### config.mk
export PLATFORM = sky130hd
export DESIGN_NAME = ppq_qualifier
export DESIGN_NICKNAME = d
export VERILOG_FILES = /design/src/ppq_pkg.sv /design/src/ppq_qualifier.sv
export SDC_FILE = /design/constraint.sdc
export NUM_CORES = 1
export LEC_CHECK = 0
export BUFFER_PORTS_ARGS = -buffer_cell sky130_fd_sc_hd__buf_2
export CORE_MARGIN = 5
export CORE_UTILIZATION = 53
export DETAILED_ROUTE_END_ITERATION = 12
export PLACE_DENSITY = 0.71
export SYNTH_ARGS = -nofsm -noshare
export SYNTH_HDL_FRONTEND = slang
export SYNTH_SLANG_ARGS = --single-unit
export TNS_END_PERCENT = 50
### constraint.sdc
create_clock -name i_sys_clk -period 9.5 [get_ports i_sys_clk]
set_input_delay 0.475 -clock i_sys_clk [delete_from_list [all_inputs] [get_ports i_sys_clk]]
set_output_delay 0.475 -clock i_sys_clk [all_outputs]
set_load 0.05 [all_outputs]
### src/ppq_pkg.sv
/*
 * constants, types and states of the pacemaker pulse qualifier.
 * assumes a single 50 MHz system clock and threshold codes from a host.
 */
// What this block does
// - rise counter runs only while rise pulse high
// - rise valid only inside rise threshold window
// - amplitude checked in parallel with rise timing
// - duration counts only after amplitude and rise pass
// - duration counted on separate slower clock
// - duration valid only inside duration threshold window
// - all checks pass raises valid pulse flag
// - twelve bit ripple counters, all stages visible
// - counter clear zeroes counter on next system clock edge, without derived clock edge
// - counters advance on falling clock edge
// - polarity invert passes positive, inverts negative input
// - measured counts offered to converter for host
// - thresholds hold zero until host writes code
// - rise clock runs at 1.75 MHz
// - duration clock runs at 806 kHz
// - reset after flag returns block to idle
`default_nettype none
package ppq_pkg;
	// ************************************************************
	// clocks and rates
	// ************************************************************
	localparam int unsigned SYS_CLK_HZ  = 50_000_000; // system clock
	localparam int unsigned RISE_CLK_HZ = 1_750_000;  // rise clock
	localparam int unsigned DUR_CLK_HZ  = 806_000;    // duration clock
	localparam int unsigned ACC_W       = 32;         // phase width
	localparam int unsigned ACC_MSB     = ACC_W - 1;  // phase msb
	// phase steps; msb of the accumulator is the derived clock
	localparam logic [31:0] RISE_INC =
		32'((64'(RISE_CLK_HZ) << ACC_W) / 64'(SYS_CLK_HZ));
	localparam logic [31:0] DUR_INC =
		32'((64'(DUR_CLK_HZ) << ACC_W) / 64'(SYS_CLK_HZ));
	// internal reset: flag held this long, then block rearms
	localparam int unsigned FLAG_HOLD_US  = 1000;
	localparam int unsigned FLAG_HOLD_CYC =
		FLAG_HOLD_US * (SYS_CLK_HZ / 1_000_000);

	// ************************************************************
	// widths and channel codes
	// ************************************************************
	localparam int unsigned CNT_W   = 12; // counter stages
	localparam int unsigned THR_W   = 8;  // dac code width
	localparam int unsigned CMP_LSB = CNT_W - THR_W; // count scaling
	localparam int unsigned SYNC_W  = THR_W + 3; // synced pin bits
	localparam logic [2:0] CH_AMP    = 3'h0; // amplitude_threshold
	localparam logic [2:0] CH_RT_LO  = 3'h1; // rise lower
	localparam logic [2:0] CH_RT_HI  = 3'h2; // rise upper
	localparam logic [2:0] CH_DUR_LO = 3'h3; // duration lower
	localparam logic [2:0] CH_DUR_HI = 3'h4; // duration upper
	localparam logic [2:0] CH_POL    = 3'h5; // polarity invert

	// threshold set as held inside the block
	typedef struct packed {
		logic [7:0] amplitude_threshold;
		logic [7:0] rise_time_lower_threshold;
		logic [7:0] rise_time_upper_threshold;
		logic [7:0] duration_lower_threshold;
		logic [7:0] duration_upper_threshold;
		logic [7:0] polarity_invert;
	} ppq_thr_t;

	// qualification sequence
	typedef enum logic [1:0] {
		S_IDLE = 2'b00,
		S_RISE = 2'b01,
		S_DUR  = 2'b10,
		S_FLAG = 2'b11
	} ppq_state_t;
endpackage
`default_nettype wire

### src/ppq_qualifier.sv
/*
 * pacemaker pulse qualifier: amplitude, rise time and duration checks
 * feeding a valid pulse flag, with both counts offered for readback.
 * assumes the conditioned signal magnitude, its sign and the rise
 * pulse arrive asynchronously on pins; threshold writes come from the
 * host side logic on the system clock.
 */
`default_nettype none
module ppq_qualifier #(
	parameter int unsigned FLAG_HOLD_CYC = ppq_pkg::FLAG_HOLD_CYC
) (
	// clock and reset
	input  wire logic                    i_sys_clk,
	input  wire logic                    i_sys_rst,
	// asynchronous pins
	input  wire logic [ppq_pkg::THR_W-1:0] i_sig_mag,
	input  wire logic                    i_sig_neg,
	input  wire logic                    i_rise_pulse,
	input  wire logic                    i_ext_reset,
	// threshold channel write, system clock domain
	input  wire logic                    i_thr_wr,
	input  wire logic [2:0]              i_thr_ch,
	input  wire logic [ppq_pkg::THR_W-1:0] i_thr_code,
	// results
	output logic                         o_pace_valid,
	output logic                         o_counter_clear,
	output logic [ppq_pkg::CNT_W-1:0]    o_rise_count,
	output logic [ppq_pkg::CNT_W-1:0]    o_dur_count
);
	// ************************************************************
	// pin synchronisers
	// ************************************************************
	// multi-bit magnitude may tear for one cycle; the compare tolerates
	// it because a pulse lasts many system clocks
	logic [ppq_pkg::SYNC_W-1:0] sync1_r; // first stage only
	logic [ppq_pkg::SYNC_W-1:0] sync2_r; // safe to use
	logic [ppq_pkg::THR_W-1:0]  mag_s;   // synced magnitude
	logic                       neg_s;   // synced sign
	logic                       rise_s;  // synced rise pulse
	logic                       xrst_s;  // synced external reset

	// two flip-flops, nothing reads the first
	always_ff @(posedge i_sys_clk) begin
		if (i_sys_rst) begin
			sync1_r <= '0;
			sync2_r <= '0;
		end else begin
			sync1_r <= {i_ext_reset, i_rise_pulse, i_sig_neg, i_sig_mag};
			sync2_r <= sync1_r;
		end
	end
	assign mag_s  = sync2_r[ppq_pkg::THR_W-1:0];
	assign neg_s  = sync2_r[ppq_pkg::THR_W];
	assign rise_s = sync2_r[ppq_pkg::THR_W+1];
	assign xrst_s = sync2_r[ppq_pkg::THR_W+2];

	// ************************************************************
	// threshold store
	// ************************************************************
	ppq_pkg::ppq_thr_t thr_r;   // held codes
	ppq_pkg::ppq_thr_t thr_nxt; // next codes

	// one channel per write; zero until written
	always_comb begin
		thr_nxt = thr_r;
		if (i_thr_wr) begin
			case (i_thr_ch)
				ppq_pkg::CH_AMP:    thr_nxt.amplitude_threshold = i_thr_code;
				ppq_pkg::CH_RT_LO:
					thr_nxt.rise_time_lower_threshold = i_thr_code;
				ppq_pkg::CH_RT_HI:
					thr_nxt.rise_time_upper_threshold = i_thr_code;
				ppq_pkg::CH_DUR_LO:
					thr_nxt.duration_lower_threshold = i_thr_code;
				ppq_pkg::CH_DUR_HI:
					thr_nxt.duration_upper_threshold = i_thr_code;
				ppq_pkg::CH_POL:    thr_nxt.polarity_invert = i_thr_code;
				default:            thr_nxt = thr_r; // unused channels
			endcase
		end
	end
	always_ff @(posedge i_sys_clk) begin
		if (i_sys_rst) begin
			thr_r <= '0;
		end else begin
			thr_r <= thr_nxt;
		end
	end

	// ************************************************************
	// polarity correction and amplitude compare
	// ************************************************************
	logic [ppq_pkg::THR_W-1:0] cond_mag; // corrected signal
	logic                      amp_hi;   // above amplitude threshold
	// negative input passes as magnitude only when inversion is on
	always_comb begin
		cond_mag = mag_s;
		if (neg_s && (thr_r.polarity_invert == '0)) begin
			cond_mag = '0; // negative pulses ignored
		end
	end
	assign amp_hi = (cond_mag >= thr_r.amplitude_threshold);

	// ************************************************************
	// derived counter clocks
	// ************************************************************
	logic [31:0] rise_acc_r;   // rise clock phase
	logic [31:0] rise_acc_nxt; // next rise phase
	logic [31:0] dur_acc_r;    // duration clock phase
	logic [31:0] dur_acc_nxt;  // next duration phase
	logic        rise_fall;    // falling edge of rise clock
	logic        dur_fall;     // falling edge of duration clock

	// phase accumulators, msb is the clock
	always_comb begin
		rise_acc_nxt = rise_acc_r + ppq_pkg::RISE_INC;
		dur_acc_nxt  = dur_acc_r + ppq_pkg::DUR_INC;
	end
	always_ff @(posedge i_sys_clk) begin
		if (i_sys_rst) begin
			rise_acc_r <= '0;
			dur_acc_r  <= '0;
		end else begin
			rise_acc_r <= rise_acc_nxt;
			dur_acc_r  <= dur_acc_nxt;
		end
	end
	// high-to-low of each derived clock
	assign rise_fall = rise_acc_r[ppq_pkg::ACC_MSB]
		& ~rise_acc_nxt[ppq_pkg::ACC_MSB];
	assign dur_fall = dur_acc_r[ppq_pkg::ACC_MSB]
		& ~dur_acc_nxt[ppq_pkg::ACC_MSB];

	// ************************************************************
	// qualification sequence
	// ************************************************************
	ppq_pkg::ppq_state_t        state_r;     // current step
	ppq_pkg::ppq_state_t        state_nxt;   // next step
	logic                       amp_seen_r;  // amplitude passed
	logic                       amp_seen_nxt;
	logic [31:0]                hold_r;      // flag hold timer
	logic [31:0]                hold_nxt;
	logic                       rise_in_win; // rise window pass
	logic                       dur_in_win;  // duration window pass
	logic                       clr;         // counter_clear level
	logic                       rise_en;     // rise clock gate
	logic                       dur_en;      // duration clock gate
	logic [ppq_pkg::CNT_W-1:0]  rise_cnt_r;  // rise stages
	logic [ppq_pkg::CNT_W-1:0]  dur_cnt_r;   // duration stages
	logic [ppq_pkg::CNT_W-1:0]  rise_cnt_nxt;
	logic [ppq_pkg::CNT_W-1:0]  dur_cnt_nxt;
	logic [ppq_pkg::CNT_W:0]    rise_cy;     // ripple carries
	logic [ppq_pkg::CNT_W:0]    dur_cy;

	// window compares on the upper counter stages
	assign rise_in_win =
		(rise_cnt_r[ppq_pkg::CNT_W-1:ppq_pkg::CMP_LSB]
			>= thr_r.rise_time_lower_threshold) &&
		(rise_cnt_r[ppq_pkg::CNT_W-1:ppq_pkg::CMP_LSB]
			<= thr_r.rise_time_upper_threshold);
	// duration window
	assign dur_in_win =
		(dur_cnt_r[ppq_pkg::CNT_W-1:ppq_pkg::CMP_LSB]
			>= thr_r.duration_lower_threshold) &&
		(dur_cnt_r[ppq_pkg::CNT_W-1:ppq_pkg::CMP_LSB]
			<= thr_r.duration_upper_threshold);

	// step logic
	always_comb begin
		state_nxt    = state_r;
		amp_seen_nxt = amp_seen_r;
		hold_nxt     = hold_r;
		case (state_r)
			ppq_pkg::S_IDLE: begin
				// counters held clear here
				amp_seen_nxt = 1'b0;
				if (rise_s) begin
					state_nxt    = ppq_pkg::S_RISE;
					amp_seen_nxt = amp_hi;
				end
			end
			ppq_pkg::S_RISE: begin
				// amplitude watched during timing
				amp_seen_nxt = amp_seen_r | amp_hi;
				if (!rise_s) begin
					// both must pass to go on
					if (amp_seen_r && rise_in_win && amp_hi) begin
						state_nxt = ppq_pkg::S_DUR;
					end else begin
						state_nxt = ppq_pkg::S_IDLE;
					end
				end
			end
			ppq_pkg::S_DUR: begin
				if (!amp_hi) begin
					if (dur_in_win) begin
						state_nxt = ppq_pkg::S_FLAG;
						hold_nxt  = '0;
					end else begin
						state_nxt = ppq_pkg::S_IDLE;
					end
				end
			end
			ppq_pkg::S_FLAG: begin
				// external or internal reset rearms
				hold_nxt = hold_r + 32'h0000_0001;
				if (xrst_s || (hold_r >= 32'(FLAG_HOLD_CYC - 1))) begin
					state_nxt = ppq_pkg::S_IDLE;
				end
			end
			default: state_nxt = ppq_pkg::S_IDLE;
		endcase
	end

	// clear is a level taken straight from the step, so it reaches
	// the stages in the same cycle
	assign clr     = (state_r == ppq_pkg::S_IDLE);
	assign rise_en = (state_r == ppq_pkg::S_RISE) && rise_s;
	assign dur_en  = (state_r == ppq_pkg::S_DUR);
	assign rise_cy[0] = rise_fall & rise_en;
	assign dur_cy[0]  = dur_fall & dur_en;

	// each stage toggles when all lower stages are high
	// wraps at full scale just as the discrete ripple part does
	for (genvar gi = 0; gi < ppq_pkg::CNT_W; gi++) begin : g_stage
		assign rise_cy[gi+1]    = rise_cy[gi] & rise_cnt_r[gi];
		assign dur_cy[gi+1]     = dur_cy[gi] & dur_cnt_r[gi];
		assign rise_cnt_nxt[gi] = ~clr & (rise_cnt_r[gi] ^ rise_cy[gi]);
		assign dur_cnt_nxt[gi]  = ~clr & (dur_cnt_r[gi] ^ dur_cy[gi]);
	end

	// register the step, counters and outputs
	always_ff @(posedge i_sys_clk) begin
		if (i_sys_rst) begin
			state_r         <= ppq_pkg::S_IDLE;
			amp_seen_r      <= 1'b0;
			hold_r          <= '0;
			rise_cnt_r      <= '0;
			dur_cnt_r       <= '0;
			o_pace_valid    <= 1'b0;
			o_counter_clear <= 1'b1;
			o_rise_count    <= '0;
			o_dur_count     <= '0;
		end else begin
			state_r         <= state_nxt;
			amp_seen_r      <= amp_seen_nxt;
			hold_r          <= hold_nxt;
			rise_cnt_r      <= rise_cnt_nxt;
			dur_cnt_r       <= dur_cnt_nxt;
			o_pace_valid    <= (state_nxt == ppq_pkg::S_FLAG);
			o_counter_clear <= (state_nxt == ppq_pkg::S_IDLE);
			o_rise_count    <= rise_cnt_nxt;
			o_dur_count     <= dur_cnt_nxt;
		end
	end
endmodule
`default_nettype wire

==> metrics, run 1 <==
clock sinks=around 190; Max Cap Violations=0; post-synthesis mux area share=0.423%; status=finished clean; Syn Area/Cell=8.59 um^2; effective utilization at floorplan=a little over half; Via Count=7009; reg-to-reg slack, setup=about 5.1 ns; layout cells sized above 1=10.1%; crit-path cells=or4_4, a21o_1, a21o_1, a21oi_2, a21oi_1, ha_1, nand2_1, nor3_1, ha_1, ha_1, ha_1, ha_1, ha_1, ha_1, ha_1, ha_1, ha_1, ha_1, ha_1, xnor2_1, nor2_1; Post-synth EDFFs=0; RSZ-0062 raised after global routing=false; most used cell, CP=ha_1; initial drt markers=about 420; synthesized cell area=0.00887 mm^2; Bufs on Longest Clock Path=2; Lkg Pwr=0.00389 uW; endpoint class of the critical path=flop; drc violations=0; Arr. time, crit path=4.71 ns; CTS buffer count=17; syn_nets=1124; Cells after Synth=1032; CP Max Fanout=9; Hold Crit Class=in -> reg; CORE AREA=0.0165 mm^2; xor/xnor share of the synthesized area=under 10%; Synth Area in Simple Gates=24.0%; Root Driver=clkbuf_16; post-route ant nets=0; Worst setup SP type=flop; worst path bufs/invs=0; WS Path Type=reg -> reg; I/O pin count=between 50 and 60; Die Span X=139 um; initial antenna violation count=0; synth cell count leaders=dfxtp_1, nand2_1, a21oi_1; fillers=approximately 1500; adder-cell area share of the yosys netlist=9.45%; multi-input logic area=0.00464 mm^2; Routability Congestion=0.801; die height=139 um; first-pass GRT wire length=between 20000 and 30000 um; post-synthesis sequential area ratio=43.3%; CTS Hold Bufs=0; Setup Viol. Count Final=0; dpl ws=5.07 ns; Yosys top cell by area=dfxtp_1; fin crit share=between 40% and 50%; CP startpoint=rise_acc_r[2]; FFs w/ async S/R, synth=0%; Reg area=about 0.0038 mm^2; vias in the first global route=around 6300; Antenna Cells=0; # resized after CTS=0; Distinct cells, synth=66; Top delay family on crit path=adder cells; Tmin final=4.42 ns; CTS tree=built; CP max stage delay=0.55 ns; htree depth=4; GRT overflow=0; Rel. slew slack=about 35%; final wirelength=18000 um; Worst EP required=around 9.8 ns; Seq cells post-synth=192; total global-route track usage=between 10% and 20%; max-slew violations=0; Worst Slack Setup Final=5.08 ns; count leader, synth=dfxtp_1; Worst VDD drop=0.143 mV; largest net degree at the start of global routing=96; Max Clk Rate=226 MHz; HPWL Detailed=12600 um; endpoints failing hold=0; setup_tns=0 ns; number of buffers added on ports=50; measured slew at the worst slew-check pin=0.970 ns; drt wl/cell=13.9 um; fin nets=1158; # rows=47; setup bufs post-CTS=0; synth warn=0; Hold Path Origin=i_rise_pulse; vias per cell=between 5 and 6; synthesis-to-layout area growth=11.0%; largest family of logic cells by synthesized area=simple AND/OR/NAND/NOR gates; Layout Skew=0.00984 ns; share of the synthesized area in the top cell type=roughly 43%; top cells by area, synth=dfxtp_1, ha_1, nand2_1, a21oi_1, nor2_1; compound-gate portion of the synthesized area=about 15%; Clock transition at path regs=0.07 ns; first-pass detailed-route iteration total=5; clock latency at the later pin of the worst-skew pair=between 0.4 and 0.5 ns; RR Startpoint=rise_acc_r[2]; die area=0.0194 mm^2; Power Dens Cells=181 mW/mm^2; ys flop type=dfxtp_1; Slowest cell on crit path=or4_4
-- registers in the layout, indices dropped and copies added (netlist names) --
name,cells
hold_r,32
amp_seen_r,1
dur_acc_r,29
sync1_r,11
rise_acc_r,32
o_counter_clear,1
state_r,2
o_pace_valid,1
dur_cnt_r,12
rise_cnt_r,12
sync2_r,11
thr_r,48
-- report_power, final --
group          leakage, uW  total (uW)  switching (uW)  internal (uW)
Sequential         0.00156         888            38.6            849
Clock             0.000282         718             305            413
Combinational      0.00205         180             105           75.1
-- path summary, 6_finish.rpt --
check,end,depth (start not counted)
worst max-delay path,rise_cnt_r[11],21
worst min-delay path,sync1_r[9],2
worst max register to register,rise_cnt_r[11],21
worst min register to register,sync2_r[10],1
-- per-layer routing --
metal / vias up / wire, um / global-route usage (%)
met5: - / 0 / 0
met4: 0 / 210 / 5.25
met3: 17 / 791 / 4.01
met2: 123 / 8110 / 29.3
met1: 3221 / 8890 / 25.3
li1: 3648 / - / -
-- metrics by stage --
stage	utilization [%]	area (um^2)	total power [uW]	hold slack [ns]	instances
finish	59.6	9840	1790	0.249	1299
global route	59.6	9840	1870	0.264	1299
detailed placement	56.0	9250	1080	0.427	1267
global placement	56.0	9250	1080	0.417	1267
CTS	59.6	9840	1800	0.236	1299
floorplan	-	8870	1040	0.414	1032
-- final cells by class --
cell class	instances	area share (%)
multi-input cells	746	47.2
flip-flops and latches	192	39.0
clock buffers	18	4.36
repair buffers	53	2.80
well taps	220	2.80
inverters	56	2.14
clock inverters	14	1.69
-- cell usage in the layout (no fill, tap or decap), types with 13 or more instances in the layout --
| cell | instances |
|---|---|
| and2_1 | 35 |
| nand3_1 | 26 |
| nand4_1 | 17 |
| nor2b_1 | 32 |
| o21ai_0 | 24 |
| clkbuf_16 | 17 |
| a21oi_1 | 93 |
| or3_1 | 13 |
| inv_1 | 56 |
| nor2_1 | 74 |
| ha_1 | 67 |
| buf_2 | 49 |
| dfxtp_1 | 192 |
| xor2_1 | 20 |
| xnor2_1 | 18 |
| and3_1 | 13 |
| nor3_1 | 23 |
| nand2_1 | 148 |
-- logic make-up (layout without fill, tap and decap cells) --
group                    after synthesis  count (layout)
AO/OA/AOI/OAI                        209             209
XOR/XNOR                              38              38
adder cells (fa/ha/maj)               67              67
buffers and inverters                 94             141
flip-flops                           192             192
multiplexers                           3               3
AND/OR/NAND/NOR                      429             429
Power figures use the tool's default switching activity.
==> run 2, diff against run 1 <==
- ABC_AREA: not set -> 1
- PLACE_DENSITY: 0.71 -> 0.73
- clock period: 9.5 -> 3.7 ns (I/O delays scaled with it)
==> run 2 against run 1 <==
Effect of this change: register-to-register slack worse by 5.0 ns; critical path type unchanged; wire length up 42%; maximum frequency up 23%; first-iteration DRC count up 71%; die area up 11%; via count up 38%; final cell count up 42%; clock skew up 0.00057 ns; critical path depth up 6; sequential share of layout area down 7.5 points; final area up 24%; sequential power rose to 2.5 times the previous value.
==> metrics, run 2 <==
status=finished clean; Post-synth EDFFs=0; initial antenna violation count=0; Worst EP required=4.03 ns; largest register by flop count=thr_r; post-synthesis sequential area ratio=around two fifths; Via Count=slightly below 10000; max-slew violations=0; # rows=50; Pwr Total=4690 uW; drc violations=0; synthesis-to-layout area growth=23.2%; Cells after Synth=1440; Rel. slew slack=a little under a quarter; most frequent cells in the layout=nand2_1, inv_1, nor2_1; synthesized cell area=0.00994 mm^2; ys flop type=dfxtp_1; synth cell count leaders=nand2_1, inv_1, nor2_1; top cells by area, synth=dfxtp_1, nand2_1, ha_1, inv_1, nor2_1; most common cell after layout, fill and taps aside=nand2_1; endpoints failing hold=0; Max Clk Rate=279 MHz; Lkg Pwr=0.00539 uW; Power Dens Cells=383 mW/mm^2; GRT overflow=0; Bufs on Longest Clock Path=2; final instance area=0.0122 mm^2; Antenna Cells=0; Yosys top cell by area=dfxtp_1; Root Driver=clkbuf_16; Layout Skew=0.0104 ns; Worst setup SP type=flop; largest net degree at the start of global routing=69; I/O pin count=51; first-pass detailed-route iteration total=6; HPWL Detailed=16200 um; placed cells=1728; Tmin final=3.59 ns; CTS tree=built; post-route ant nets=0; syn_nets=1532; CP Max Fanout=4; total global-route track usage=23.7%; WS Path Type=reg -> reg; dpl ws=-0.148 ns; vias per cell=5.26; clock sinks=192; Clock transition at path regs=0.07 ns; clock latency at the later pin of the worst-skew pair=~0.44 ns; Distinct cells, synth=45; count leader, synth=nand2_1; Seq cells post-synth=about 190; Regs by FF count=thr_r (48), hold_r (32), rise_acc_r (32); Final Non-Filler Cells=1839; FFs w/ async S/R, synth=0%; final wirelength=25500 um; Setup Viol. Count Final=0; Max Cap Violations=0; hold slack=0.0958 ns; Arr. time, crit path=between 3 and 4 ns; share of the synthesized area in the top cell type=around 39%; Die Span X=147 um; max reg flops=48; placed inst area=0.0106 mm^2; vias in the first global route=9234; synth warn=0; Routability Congestion=0.923; initial drt markers=715; fin crit share=97.0%; Worst VDD drop=0.352 mV; measured slew at the worst slew-check pin=1.15 ns; Worst Slack Setup Final=0.111 ns; drt wl/cell=13.9 um; RSZ-0062 raised after global routing=true; htree depth=4; effective utilization at floorplan=between 50% and 60%; Hold Crit Class=in -> reg; die height=147 um; CORE AREA=about 0.019 mm^2; number of buffers added on ports=50; first-pass GRT wire length=42600 um; endpoint class of the critical path=flop; die area=0.0216 mm^2; layout cells sized above 1=between 10% and 20%; Syn Area/Cell=a little under 7 um^2; CTS buffer count=17; fin nets=around 1700
-- run 2: cell types whose count changed in the layout (fill, tap and decap cells not counted), sizes merged, moves of 36 or more --
cell,previous run,this run
nor2,74,228
nand2,148,257
a21oi,94,134
o21ai,30,93
nand3,27,104
inv,57,232
buf,53,157
and2,37,1
-- run 2: where the power goes --
group	switching [uW]	internal, uW
clock network	820	948
registers	66.8	2160
logic	394	301
-- run 2: path summary, 6_finish.rpt --
kind	slack, ns	cells past startpoint	endpoint	start
max reg2reg	0.11	27	rise_acc_r[25]	rise_acc_r[16]
min reg2reg	0.40	2	sync2_r[8]	sync1_r[8]
max	0.11	27	rise_acc_r[25]	rise_acc_r[16]
min	0.1	3	thr_r[40]	i_thr_code[0]
-- run 2: final cells by class --
cell class                      count  area [um^2]
Clock buffer                       20          447
Tap cell                          234          293
Clock inverter                     11          106
Timing Repair Buffer              168         1170
Inverter                          230          863
Fill cell                        1523         6330
Multi-Input combinational cell    984         5510
Sequential cell                   192         3860
-- run 2: logic make-up (layout without fill, tap and decap cells) --
| logic type | after synthesis | after routing | share of synthesized area [%] |
|---|---|---|---|
| buffers and inverters | 264 | 429 | 10.1 |
| and+or+nand+nor | 657 | 657 | 28.6 |
| AOI/OAI and AO/OA | 250 | 250 | 13.3 |
| DFF | 192 | 192 | 38.7 |
| xor gates and xnor gates | 10 | 10 | 0.881 |
| adders and majority gates | 67 | 67 | 8.43 |
-- run 2: critical path: stages (launching register included) --
cell and delay, ns:
dfxtp_2 0.34, nor2_4 0.12, nand2_2 0.08, buf_4 0.14
buf_4 0.12, buf_4 0.12, buf_4 0.12, buf_4 0.12
buf_4 0.12, buf_4 0.13, buf_4 0.12, buf_4 0.12
buf_4 0.12, buf_4 0.12, buf_4 0.12, buf_4 0.12
buf_4 0.12, buf_4 0.12, buf_4 0.12, buf_4 0.12
buf_4 0.13, buf_4 0.14, a21oi_1 0.15, nor2_1 0.07
a211oi_2 0.17, nand3_1 0.09, nand2_1 0.06, nor2_1 0.05
-- run 2: timing repair --
action	CTS	global route
hold buffers	11	0
setup buffers	68	8
setup endpoints to repair	4	11
resized for setup	26	66
pin swaps	11	22
hold endpoints to repair	11	0
-- run 2: metrics by stage --
stage                     setup TNS (ns)  utilization, %
final                                  0            65.9
after floorplan                        0               -
after global placement            -0.128            57.3
after detailed placement          -0.484            57.3
after global routing              -0.235            65.9
after CTS                        -0.0658            64.0
-- run 2: metal layers --
metal | global-route usage, % | share of wire, %
met1 | 28.7 | 43
met2 | 40.8 | 49
met3 | 5.09 | 4.8
met4 | 9.93 | 3.3
met5 | 0 | 0
==> run 3, diff against run 2 <==
- CORE_ASPECT_RATIO: not set -> 0.8
==> run 3 against run 2 <==
Effect of this change: die area barely moved; setup slack got worse by 0.013 ns; sequential cell count did not move; highest routed layer unchanged; clock skew rose by 0.0053 ns; wire length fell by 2.0%; combinational power fell by 5.8%; register-to-register slack barely moved; clock-buffer cell count fell by 3.
==> metrics, run 3 (same netlist as run 2, synthesis figures left out) <==
status=finished clean; GRT overflow=0; fin crit share=between 90% and 100%; fin nets=1660; initial drt markers=795; final wirelength=25000 um; most common cell after layout, fill and taps aside=nand2_1; total global-route track usage=between 20% and 30%; # rows=44; CTS buffer count=17; Slowest cell on crit path=dfxtp_2; most used cell, CP=ha_4; RSZ-0062 raised after global routing=true; Pwr Total=around 4700 uW; Layout Skew=roughly 0.016 ns; Clock transition at path regs=0.08 ns; hold slack=0.0751 ns; I/O pin count=51; Worst VDD drop=0.295 mV; sw frac=between 20% and 30%; Seq pwr share=47.3%; Worst setup SP type=flop; Setup Viol. Count Final=0; htree depth=4; Top delay family on crit path=adder cells; Comb power frac=around 14%; met2 Use GR=a little over a third; first-pass GRT wire length=40400 um; Arr. time, crit path=between 3 and 4 ns; endpoints failing hold=0; Routability Congestion=just over 0.9; initial antenna violation count=0; post-route ant nets=0; worst path bufs/invs=2; die area=0.0216 mm^2; largest register by flop count=thr_r; Regs by FF count=thr_r (48), hold_r (32), rise_acc_r (32); Lkg Pwr=0.00530 uW; Reg area=approximately 0.0039 mm^2; max reg flops=48; Root Driver=clkbuf_16; most frequent cells in the layout=nand2_1, nor2_1, inv_1; Most Used Layer, Global Route=met2; Via Count=9441; effective utilization at floorplan=approximately 54%; met1 usage=30.7%; clock sinks=192; Max Cap Violations=0; vias per cell=5.15; die height=133 um; first-pass detailed-route iteration total=6; max-slew violations=0; Antenna Cells=0; Hold Crit Class=in -> reg; Internal=3340 uW; fillers=around 1500; vias in the first global route=8670; WS Path Type=reg -> reg; Tmin final=3.60 ns; multi-input logic area=0.00554 mm^2; number of buffers added on ports=50; endpoint class of the critical path=flop; CTS tree=built; largest net degree at the start of global routing=71; measured slew at the worst slew-check pin=1.20 ns; Die Span X=~160 um; clock latency at the later pin of the worst-skew pair=0.45 ns; HPWL Detailed=16500 um; drt wl/cell=13.6 um; layout cells sized above 1=a little under a fifth; routing usage on met3=4.79%; Rel. slew slack=between 20% and 30%; Worst EP required=4.00 ns; Power Dens Cells=388 mW/mm^2; synthesis-to-layout area growth=22.3%; CP max stage delay=0.33 ns; Max Clk Rate=278 MHz; Clock power frac=38.9%; CORE AREA=between 0.015 and 0.02 mm^2; P_sw=1380 uW; CP Max Fanout=2; Bufs on Longest Clock Path=2; drc violations=0
## run 3: cell count changes in the layout (fill, tap and decap cells not counted), sizes merged
cell and change:
buf -25, clkbuf -3, clkinv +2, inv +5, bufinv -1, clkinvlp -2
## run 3: final timing paths
| check | from | cells past startpoint | endpoint | slack, ns |
|---|---|---|---|---|
| worst max register to register | dur_acc_r[3] | 26 | dur_cnt_r[11] | 0.1 |
| worst max-delay path | dur_acc_r[3] | 26 | dur_cnt_r[11] | 0.1 |
| worst min-delay path | i_thr_code[0] | 3 | thr_r[32] | 0.08 |
| worst min register to register | sync1_r[4] | 2 | sync2_r[4] | 0.40 |
## run 3: cell type report
type	count	area share (%)
clock buffer	17	3.50
clock inverter	15	1.35
inverter	230	7.12
multi-input combinational	984	45.5
sequential	192	31.8
tap	253	2.60
timing repair buffer	143	8.06
## run 3: worst min-delay path, delay by kind of cell
kind                   cells  cell delay [ns]
AND/OR/NAND/NOR            2             0.15
buffers and inverters      1             0.14
## run 3: power by group through the flow
| stage | Combinational (uW) | Sequential [uW] | Clock (uW) |
|---|---|---|---|
| floorplan | 362 | 2260 | 0 |
| global placement | 544 | 2260 | 0 |
| CTS | 607 | 2220 | 1860 |
| global route | 736 | 2240 | 1950 |
| detailed placement | 554 | 2270 | 0 |
| finish | 655 | 2230 | 1840 |
## run 3: what timing repair did
action / in CTS / in global routing
endpoints found under the setup margin: 5 / 7
hold buffers: 11 / 0
endpoints found under the hold margin: 11 / 0
gates resized for setup: 38 / 76
gates cloned: 0 / 0
pin swaps: 11 / 26
buffers inserted: 30 / 12
## run 3: through the flow
step	std cells	worst slack (ns)	instance area, um^2	util [%]	TNS (ns)
after global placement	1752	-0.0744	10700	58.6	-0.183
after global routing	1834	-0.0894	12200	66.5	-0.104
final	1834	0.0980	12200	66.5	0
after CTS	1825	-0.0157	11800	64.3	-0.0157
after floorplan	1440	0.0138	9950	-	0
after detailed placement	1752	-0.194	10700	58.6	-0.642
## run 3: per-layer routing
metal | vias to the layer above | part of all wire (%) | wire (um)
li1 | 4887 | - | -
met1 | 4257 | 47 | 11800
met2 | 253 | 45 | 11300
met3 | 44 | 5.1 | 1270
met4 | 0 | 2.2 | 547
met5 | - | 0 | 0
